[config.mk]
export PLATFORM = sky130hd
export DESIGN_NAME = unattended_start_guard
export DESIGN_NICKNAME = d
export VERILOG_FILES = /design/src/design/start_guard_pkg.sv /design/src/design/unattended_start_guard.sv
export VERILOG_INCLUDE_DIRS = /design/src /design/src/design
export SDC_FILE = /design/constraint.sdc
export NUM_CORES = 1
export LEC_CHECK = 0
export BUFFER_PORTS_ARGS = -buffer_cell sky130_fd_sc_hd__buf_2
export CAP_MARGIN = 20
export CORE_MARGIN = 4
export CORE_UTILIZATION = 46
export DETAILED_ROUTE_END_ITERATION = 16
export PLACE_DENSITY = 0.81
export SYNTH_ARGS = -nofsm -noshare
export SYNTH_HDL_FRONTEND = slang
export SYNTH_SLANG_ARGS = --single-unit
export TNS_END_PERCENT = 100
[constraint.sdc]
create_clock -name core_clk -period 4.2 [get_ports core_clk]
set_input_delay 0.42 -clock core_clk [delete_from_list [all_inputs] [get_ports core_clk]]
set_output_delay 0.42 -clock core_clk [all_outputs]
set_load 0.05 [all_outputs]
[src/design/start_guard_params.svh]
/*
  constants for the start guard: terminal option codes, error codes, widths.
  assumes inclusion by bare name from design and verif files.
*/
`ifndef START_GUARD_PARAMS_SVH
`define START_GUARD_PARAMS_SVH
`define SG_TERMINAL_COUNT      8
`define SG_OPTION_WIDTH        8
`define SG_GUARD_OPTION        8'h0D
`define SG_EXT_TRIP_OPTION     8'h0C
`define SG_ERR_WIDTH           8
`define SG_ERR_NONE            8'h00
`define SG_ERR_UNDERVOLTAGE    8'h09
`define SG_ERR_EXT_TRIP        8'h0C
`define SG_ERR_START_GUARD     8'h0D
`define SG_SETTLE_COUNT        2'h2
`endif

[src/design/start_guard_pkg.sv]
/*
  types for the start guard.
  assumes nothing of its surroundings.
*/
package start_guard_pkg;
  typedef enum logic [1:0] {
    POWERUP,
    STOPPED,
    RUNNING,
    TRIPPED
  } guard_state_t;
endpackage

[src/design/unattended_start_guard.sv]
/*
  start protection for a motor drive: decides at power-up whether an already
  present run command may start the output, latches the start-guard trip.
  assumes terminal inputs are asynchronous pins; keypad reset is a same-clock pulse.
*/
// How it works
// - guard off, run present at power-up: output starts right away
// - guard on, run present at power-up: withhold output, trip, code, alarm
// - active guard input blocks a run command present at power-up
// - inactive guard input resumes the run command held before power loss
// - dropping run clears trip; reasserting run then runs again
// - fault-clear terminal or keypad reset both clear the alarm
// - reset-clear with run still present restarts output immediately
// - after undervoltage trip cleared by fault-clear pulse, guard still applies
// - guard function assignable to any of eight terminal selections
// - cleared external trip under guard waits for run edge or reset
`timescale 1ns/1ps
`include "start_guard_params.svh"
module unattended_start_guard #(
  parameter int TERMINALS = `SG_TERMINAL_COUNT
) (
  input  wire logic                          core_clk,
  input  wire logic                          resetn,
  input  wire logic [TERMINALS-1:0]          terminalPins,
  input  wire logic [`SG_OPTION_WIDTH-1:0]   terminalFunction [TERMINALS],
  input  wire logic                          runCommand,
  input  wire logic                          faultClearTerminal,
  input  wire logic                          keypadReset,
  input  wire logic                          underVoltage,
  output logic                               outputEnable,
  output logic                               alarm,
  output logic [`SG_ERR_WIDTH-1:0]           errorCode
);
  logic [TERMINALS-1:0] pinMeta, pinSync;
  logic [TERMINALS-1:0] next_pinMeta, next_pinSync;
  logic [2:0]           ctlMeta, ctlSync;
  logic [2:0]           next_ctlMeta, next_ctlSync;
  logic                 runPrev, clearPrev;
  logic                 next_runPrev, next_clearPrev;
  logic [1:0]           settle, next_settle;
  logic                 armed;
  start_guard_pkg::guard_state_t state, next_state;
  logic                          extLatched, next_extLatched;
  logic                          uvLatched, next_uvLatched;
  logic                          next_outputEnable, next_alarm;
  logic [`SG_ERR_WIDTH-1:0]      next_errorCode;

  // any terminal can carry a given function
  function automatic logic pickFunction(input logic [TERMINALS-1:0] pins,
                                        input logic [`SG_OPTION_WIDTH-1:0] want);
    logic hit;
    hit = 1'b0;
    for (int i = 0; i < TERMINALS; i++) begin
      if (terminalFunction[i] == want && pins[i]) begin
        hit = 1'b1;
      end
    end
    return hit;
  endfunction

  // two flip-flops on every pin before any logic reads it
  always_comb begin
    next_pinMeta   = terminalPins;
    next_pinSync   = pinMeta;
    next_ctlMeta   = {underVoltage, faultClearTerminal, runCommand};
    next_ctlSync   = ctlMeta;
    next_runPrev   = ctlSync[0];
    next_clearPrev = ctlSync[1];
  end

  always_ff @(posedge core_clk or negedge resetn) begin
    if (!resetn) begin
      pinMeta   <= '0;
      pinSync   <= '0;
      ctlMeta   <= 3'h0;
      ctlSync   <= 3'h0;
      runPrev   <= 1'b0;
      clearPrev <= 1'b0;
    end else begin
      pinMeta   <= next_pinMeta;
      pinSync   <= next_pinSync;
      ctlMeta   <= next_ctlMeta;
      ctlSync   <= next_ctlSync;
      runPrev   <= next_runPrev;
      clearPrev <= next_clearPrev;
    end
  end

  // edges the synchronisers need after reset before they carry real levels
  always_comb begin
    if (settle == `SG_SETTLE_COUNT) begin
      next_settle = settle;
    end else begin
      next_settle = 2'(settle + 2'h1);
    end
  end

  always_ff @(posedge core_clk or negedge resetn) begin
    if (!resetn) begin
      settle <= 2'h0;
    end else begin
      settle <= next_settle;
    end
  end

  logic runNow, clearNow, uvNow, guardOn, extOn, runRise, clearReq;
  always_comb begin
    runNow   = ctlSync[0];
    clearNow = ctlSync[1];
    uvNow    = ctlSync[2];
    guardOn  = pickFunction(pinSync, `SG_GUARD_OPTION);
    extOn    = pickFunction(pinSync, `SG_EXT_TRIP_OPTION);
    runRise  = runNow && !runPrev;
    // clear acts on the terminal's release, like a reset pulse; keypad is direct
    clearReq = (clearPrev && !clearNow) || keypadReset;
  end

  // one code at a time: the start-guard trip outranks a latched trip
  function automatic logic [`SG_ERR_WIDTH-1:0] codeFor(input logic guardTrip,
                                                        input logic extTrip,
                                                        input logic uvTrip);
    logic [`SG_ERR_WIDTH-1:0] code;
    if (guardTrip) begin
      code = `SG_ERR_START_GUARD;
    end else if (extTrip) begin
      code = `SG_ERR_EXT_TRIP;
    end else if (uvTrip) begin
      code = `SG_ERR_UNDERVOLTAGE;
    end else begin
      code = `SG_ERR_NONE;
    end
    return code;
  endfunction

  always_comb begin
    armed           = (settle == `SG_SETTLE_COUNT);
    next_state      = state;
    next_extLatched = extLatched || extOn;
    next_uvLatched  = uvLatched || uvNow;
    case (state)
      // decided once, on the first armed edge, from settled pin levels
      start_guard_pkg::POWERUP: begin
        if (runNow && guardOn) begin
          next_state = start_guard_pkg::TRIPPED;
        end else if (runNow) begin
          next_state = start_guard_pkg::RUNNING;
        end else begin
          next_state = start_guard_pkg::STOPPED;
        end
      end
      start_guard_pkg::STOPPED: begin
        if (next_extLatched || next_uvLatched) begin
          if (clearReq) begin
            // clear reloads the live levels, so a trip still present wins
            next_extLatched = extOn;
            next_uvLatched  = uvNow;
            // a run still held after clearing a trip is a fresh unattended start
            if (runNow && guardOn) begin
              next_state = start_guard_pkg::TRIPPED;
            end
          end
        end else if (runRise || (runNow && !guardOn)) begin
          next_state = start_guard_pkg::RUNNING;
        end
      end
      start_guard_pkg::RUNNING: begin
        if (!runNow) begin
          next_state = start_guard_pkg::STOPPED;
        end
      end
      start_guard_pkg::TRIPPED: begin
        if (clearReq) begin
          next_extLatched = extOn;
          next_uvLatched  = uvNow;
          if (runNow) begin
            next_state = start_guard_pkg::RUNNING;
          end else begin
            next_state = start_guard_pkg::STOPPED;
          end
        end else if (!runNow) begin
          next_state = start_guard_pkg::STOPPED;
        end
        // otherwise stay latched whatever else happens
      end
      default: begin
        next_state = start_guard_pkg::POWERUP;
      end
    endcase
    // a latched supply or external trip keeps the output off
    if ((next_extLatched || next_uvLatched) &&
        next_state == start_guard_pkg::RUNNING) begin
      next_state = start_guard_pkg::STOPPED;
    end
    // nothing moves until the synchronisers carry real pin levels
    if (!armed) begin
      next_state      = state;
      next_extLatched = extLatched;
      next_uvLatched  = uvLatched;
    end
    next_outputEnable = (next_state == start_guard_pkg::RUNNING);
    next_alarm        = (next_state == start_guard_pkg::TRIPPED) ||
                        next_extLatched || next_uvLatched;
    next_errorCode    = codeFor(next_state == start_guard_pkg::TRIPPED,
                                next_extLatched, next_uvLatched);
  end

  always_ff @(posedge core_clk or negedge resetn) begin
    if (!resetn) begin
      state        <= start_guard_pkg::POWERUP;
      extLatched   <= 1'b0;
      uvLatched    <= 1'b0;
      outputEnable <= 1'b0;
      alarm        <= 1'b0;
      errorCode    <= `SG_ERR_NONE;
    end else begin
      state        <= next_state;
      extLatched   <= next_extLatched;
      uvLatched    <= next_uvLatched;
      outputEnable <= next_outputEnable;
      alarm        <= next_alarm;
      errorCode    <= next_errorCode;
    end
  end
endmodule

==> impl_metrics.env, run 1 <==
export IMPL_grt_pass1_wl_um=5920
export IMPL_rsz0062_at_grt="no"
export IMPL_crit_family="simple AND/OR/NAND/NOR gates"
export IMPL_hpwl_um=2864
export IMPL_skew_ps=6.962
export IMPL_yosysSeqAreaShare_pct=58.63
export IMPL_final_cell_mix="buf_2 (82), dfrtp_1 (35), nand2_1 (13)"
export IMPL_synth_area_sq_mm=0.001494
export IMPL_fp_dieH_um=64.99
export IMPL_cts_tree="yes"
export IMPL_mostFrequentLayoutCell="buf_2"
export IMPL_cts_sinks=35
export IMPL_power_mw=0.7033
export IMPL_max_freq_ghz=0.4750
export IMPL_via_count=1312
export IMPL_port_buffers=82
export IMPL_placement_rows=20
export IMPL_maxSlewViolCount=0
export IMPL_antenna_found_initial=0
export IMPL_cp_buffers_inverters=0
export IMPL_cpPeakStageDelay_ps=460
export IMPL_cts_resized=0
export IMPL_yosysWarnings=0
export IMPL_initial_core_util_pct=48.54
export IMPL_gr_total_overflow=0
export IMPL_finalSetupViolCount=0
export IMPL_synthCells=123
export IMPL_postRouteAntennaNets=0
export IMPL_cts_max_level=2
export IMPL_cts_made_buffers=5
export IMPL_crit_required_ps=4410
export IMPL_grt_pass1_vias=1412
export IMPL_peakVddDrop_uv=240.3
export IMPL_slew_limit_headroom_pct=50.98
export IMPL_ys_ff_latch=35
export IMPL_gp_congestion=0.8212
export IMPL_clk_pin_slew_ps=100
export IMPL_post_cts_buffers=0
export IMPL_yosysTopAreaCell="dfrtp_1"
export IMPL_period_needed_ps=2105
export IMPL_arrival_ps=2310
export IMPL_final_hold_viol_count=0
export IMPL_start_kind="register"
export IMPL_fill_cells=247
export IMPL_cts_hold_buf=0
export IMPL_synth_top_area_share_pct=58.63
export IMPL_via_per_inst=5.165
export IMPL_firstDrtPassIters=4
export IMPL_synthArstFlopShare_pct=100.0
export IMPL_cts_root_buffer="clkbuf_4"
export IMPL_slowest_stage="o41a_1"
export IMPL_clk_latency_ps=340
export IMPL_chipWidth_um=64.99
export IMPL_crit_type="register to register"
export IMPL_synth_area_leaders="dfrtp_1 (59%), nor4bb_1 (4.7%), nor4b_1 (4.1%)"
export IMPL_wire_per_inst_um=13.84
export IMPL_finalCritPeriodShare_pct=50.13
export IMPL_wirelength_um=3516
export IMPL_ys_types=37
export IMPL_outcome="finished, final reports clean"
export IMPL_syn_to_final_growth_pct=33.17
export IMPL_end_kind="register"
export IMPL_crit_fanout=4
export IMPL_num_io_pins=88
export IMPL_ys_flop_type="dfrtp_1"
export IMPL_drc_errors=0
export IMPL_grt_max_degree=36
export IMPL_core_area_sq_mm=0.003078
export IMPL_synth_edff_count=0
export IMPL_powerDensity_mw_per_mm2=353.5
export IMPL_drtIter0Drc=33
export IMPL_p_leak_nw=0.9881
export IMPL_antennaDiodeCount=0
export IMPL_grt_use_total_pct=18.51
export IMPL_final_setup_tns_ps=0
export IMPL_dieArea_sq_mm=0.004224
export IMPL_avgSynthCellArea_sq_um=12.15
export IMPL_drive_above_1_share_pct=46.67
export IMPL_tightest_slew_ps=735.3
export IMPL_clk_path_buf_depth=2
export IMPL_nets=289
export IMPL_worstPathCellList="nor4b_1, nand3b_1, o2111ai_1, or3_4, o41a_1, nand4_2, o221ai_2"
export IMPL_drv_cap=0
export IMPL_hp_class="input port to asynchronous set/reset pin"
[worst paths after layout]
check / slack [ps] / depth (start not counted) / from / end
max: 2090 / 7 / pinSync[2] / errorCode[0]
min reg2reg: 350 / 0 / next_pinSync[2] / pinSync[2]
min in group core_clk: 180 / 1 / terminalPins[4] / next_pinSync[4]
max reg2reg: 2090 / 7 / pinSync[2] / errorCode[0]
min: 140 / 1 / resetn / next_pinSync[4]
max in group asynchronous: 3600 / 1 / resetn / pinSync[6]
[synthesized netlist by cell type (all sizes together) (2+ instances only)]
cell type   n
a21o        2
a22o        2
buf         6
dfrtp      35
inv         4
nand2      13
nand3       9
nand3b      3
nand4       2
nor2        7
nor2b       3
nor4b       7
nor4bb      7
o221ai      2
o32ai       2
or3         3
[flip-flops by register name, summed over array words and instances, names as in the netlist]
register      flops
runPrev           1
pinSync           8
errorCode         3
alarm             1
ctlMeta           3
outputEnable      1
state             2
settle            2
extLatched        1
next_pinSync      8
clearPrev         1
ctlSync           3
uvLatched         1
[worst register-to-register path, stage by stage (launching register included)]
cell and delay (ps):
dfrtp_1 370, nor4b_1 150, nand3b_1 100, o2111ai_1 180, or3_4 450, o41a_1 460
nand4_2 150, o221ai_2 110
[per-layer routing]
metal  track usage (%)  up-vias  share of wire [%]
met5                 0        -                  0
met4             10.03        0                1.9
met3             4.679       10                7.8
met2             32.18       74                 53
met1             20.57      605                 38
li1                  -      623                  -
[stage by stage]
stage          util, %  area, sq um  hold WS (ps)  instances  setup WS [ps]
3_3_place_gp     62.80         1933         332.0        247           1995
4_1_cts          64.63         1989         168.3        254           2097
6_report         64.63         1989         136.6        254           2095
3_5_place_dp     62.80         1933         334.7        247           1946
2_1_floorplan        -         1509         124.4        127           2233
5_1_grt          64.63         1989         163.2        254           1962
[final cells by class]
class	instances	area, sq um	area share [%]
clock buffers	6	51.30	2.579
multi-input cells	82	576.8	28.99
inverters	4	15.01	0.7547
clock inverters	1	5.005	0.2516
flip-flops and latches	35	875.8	44.03
well taps	44	55.05	2.767
repair buffers	82	410.4	20.63
[cells by family (layout without fill, tap and decap cells)]
family,after synthesis,count (layout),synth area share [%]
AND/OR/NAND/NOR,59,59,25.29
flip-flops,35,35,58.63
AO/OA/AOI/OAI,16,16,10.64
buffers and inverters,10,93,3.769
adder cells (fa/ha/maj),1,1,0.8374
other,1,5,0.2510
XOR/XNOR,1,1,0.5864
[where the power goes]
part / switching, mW / leakage [nW] / internal [mW]
logic: 0.0887 / 0.545 / 0.0580
clock network: 0.105 / 0.0341 / 0.0775
registers: 0.0134 / 0.409 / 0.361
(Power assumes the default switching activity.)
==> run 2: changes to the inputs <==
--- a/config.mk
+++ b/config.mk
@@ -9,9 +9,9 @@
 export BUFFER_PORTS_ARGS = -buffer_cell sky130_fd_sc_hd__buf_2
 export CAP_MARGIN = 20
 export CORE_MARGIN = 4
-export CORE_UTILIZATION = 46
+export CORE_UTILIZATION = 39
 export DETAILED_ROUTE_END_ITERATION = 16
-export PLACE_DENSITY = 0.81
+export PLACE_DENSITY = 0.73
 export SYNTH_ARGS = -nofsm -noshare
 export SYNTH_HDL_FRONTEND = slang
 export SYNTH_SLANG_ARGS = --single-unit
==> constraint.sdc (replaced) <==
create_clock -name core_clk -period 1.9 [get_ports core_clk]
set_input_delay 0.19 -clock core_clk [delete_from_list [all_inputs] [get_ports core_clk]]
set_output_delay 0.19 -clock core_clk [all_outputs]
set_load 0.05 [all_outputs]
==> run 2 against run 1 <==
The flow now finishes with violations (negative setup slack). Power grew to 2.7 times the previous value. Die area grew 16%. Clock power rose to 3.7 times the previous value. Routed wire length grew 12%. First-iteration DRC count shrank 6.1%. Cell area is 16% higher. Final cell count grew 7.9%. Worst setup slack worse by 2100 ps. Sequential share of layout area shrank 6.0 points. Register-to-register slack worse by 2100 ps. Sequential power rose by 120%. Clock-buffer cell count shrank 1. Critical path type unchanged. Largest power group unchanged.
==> impl_metrics.env, run 2 (same netlist as run 1, synthesis figures left out) <==
export IMPL_timing_rr_start="pinSync[1]"
export IMPL_gp_congestion=0.7899
export IMPL_antennaDiodeCount=0
export IMPL_end_kind="register"
export IMPL_rrSetupSlack_ps=-50
export IMPL_powerDensity_mw_per_mm2=817.6
export IMPL_max_freq_ghz=0.5137
export IMPL_initial_core_util_pct=40.50
export IMPL_num_io_pins=88
export IMPL_drv_cap=0
export IMPL_port_buffers=82
export IMPL_via_per_inst=4.960
export IMPL_crit_fanout=3
export IMPL_final_hold_viol_count=0
export IMPL_cts_tree="yes"
export IMPL_route_met2_wl_um=2128
export IMPL_drtIter0Drc=31
export IMPL_r2r_end="state[1]"
export IMPL_via_count=1359
export IMPL_finalCritPeriodShare_pct=102.5
export IMPL_cts_root_buffer="clkbuf_8"
export IMPL_maxUsedRoutingLayer="met4"
export IMPL_antenna_found_initial=0
export IMPL_firstDrtPassIters=4
export IMPL_grt_max_degree=36
export IMPL_start_kind="register"
export IMPL_layout_setup_ws_ps=-46.68
export IMPL_grt_use_total_pct=17.07
export IMPL_critPathLaunch="pinSync[1]"
export IMPL_wirelength_um=3945
export IMPL_clk_path_buf_depth=2
export IMPL_hp_class="input port to register"
export IMPL_grt_pass1_vias=1486
export IMPL_rsz0062_at_grt="yes"
export IMPL_mostFrequentLayoutCell="buf_2"
export IMPL_final_cell_mix="buf_2 (82), dfrtp_1 (35), nand2_1 (12)"
export IMPL_finalSetupViolCount=4
export IMPL_postRouteAntennaNets=0
export IMPL_final_cells=274
export IMPL_gr_total_overflow=0
export IMPL_post_cts_buffers=0
export IMPL_cts_sinks=35
export IMPL_fp_dieH_um=69.89
export IMPL_slew_limit_headroom_pct=50.02
export IMPL_wl_met1_um=1514
export IMPL_p_leak_nw=1.105
export IMPL_post_place_cells=255
export IMPL_placement_rows=22
export IMPL_skew_ps=8.098
export IMPL_tightest_slew_ps=749.7
export IMPL_wire_per_inst_um=14.40
export IMPL_outcome="finished with violations"
export IMPL_grt_pass1_wl_um=6534
export IMPL_period_needed_ps=1947
export IMPL_drc_errors=0
export IMPL_clk_latency_ps=290
export IMPL_wl_met3_um=229
export IMPL_core_area_sq_mm=0.003689
export IMPL_hpwl_um=2948
export IMPL_crit_required_ps=2080
export IMPL_clk_pin_slew_ps=80
export IMPL_rr_worst_depth=8
export IMPL_drive_above_1_share_pct=50.88
export IMPL_chipWidth_um=69.89
export IMPL_syn_to_final_growth_pct=54.27
export IMPL_maxSlewViolCount=0
export IMPL_peakVddDrop_uv=539.4
export IMPL_crit_path_end="state[1]"
export IMPL_failed_checks="negative setup slack"
export IMPL_cts_made_buffers=5
export IMPL_cts_max_level=2
export IMPL_arrival_ps=2120
export IMPL_nets=304
export IMPL_crit_type="register to register"
export IMPL_dieArea_sq_mm=0.004885
export IMPL_whs_ps=13.83
run 2: cell count changes in the layout (fill, tap and decap cells not counted), sizes merged:
cell	change
bufinv	+1
clkbuf	-1
inv	+1
buf	+4
dlygate4sd3	+11
run 2: worst min-delay path by stage:
stage                                from  slack (ps)  cells past startpoint               to
after global routing      terminalPins[5]           8                      1  next_pinSync[5]
after detailed placement           resetn         300                      1  next_pinSync[0]
after global placement             resetn         300                      1  next_pinSync[7]
final                     terminalPins[5]          10                      1  next_pinSync[5]
after floorplan                    resetn        -110                      0            alarm
after CTS                 terminalPins[2]         0.2                      1  next_pinSync[2]
run 2: where the power goes:
part	total, mW	internal, mW	switching (mW)
combinational	0.384	0.163	0.221
clock	0.678	0.397	0.281
sequential	0.822	0.798	0.0241
total	1.88	1.36	0.527
run 2: worst max-delay path: stages, from the launching register on:
cell	delay, ps
dfrtp_1	370
nor4b_4	130
nand3b_1	100
o2111ai_2	150
buf_4	170
nor4_2	320
o32ai_2	180
nand2b_1	180
a41o_1	230
run 2: area by class of cell:
type                            instances  area [sq um]
Clock buffer                            5         68.82
Sequential cell                        35         875.8
Clock inverter                          3         47.55
Fill cell                             311          1384
Inverter                                4         15.01
Multi-Input combinational cell         82         686.9
Timing Repair Buffer                   97         550.5
Tap cell                               48         60.06
run 2: routing by layer:
layer	up-vias	global-route usage, %
met5	-	0
met4	0	6.596
met1	657	18.80
met2	45	30.75
met3	9	4.892
li1	648	-
run 2: timing repair:
action,CTS,global route
endpoints found under the hold margin,43,2
pin swaps,8,1
hold buffers,9,2
resized for setup,9,8
setup endpoints to repair,7,7
run 2: metrics by stage:
| stage | util, % | setup WS [ps] | setup TNS, ps | area (sq um) | power (mW) |
|---|---|---|---|---|---|
| floorplan | - | 16.70 | 0 | 1509 | 1.035 |
| global placement | 53.36 | -113.2 | -675.1 | 1968 | 1.163 |
| detailed placement | 53.36 | -132.9 | -696.7 | 1968 | 1.168 |
| CTS | 60.41 | -38.09 | -71.46 | 2228 | 1.874 |
| global route | 62.48 | -116.4 | -675.9 | 2305 | 1.979 |
| finish | 62.48 | -46.68 | -139.0 | 2305 | 1.884 |
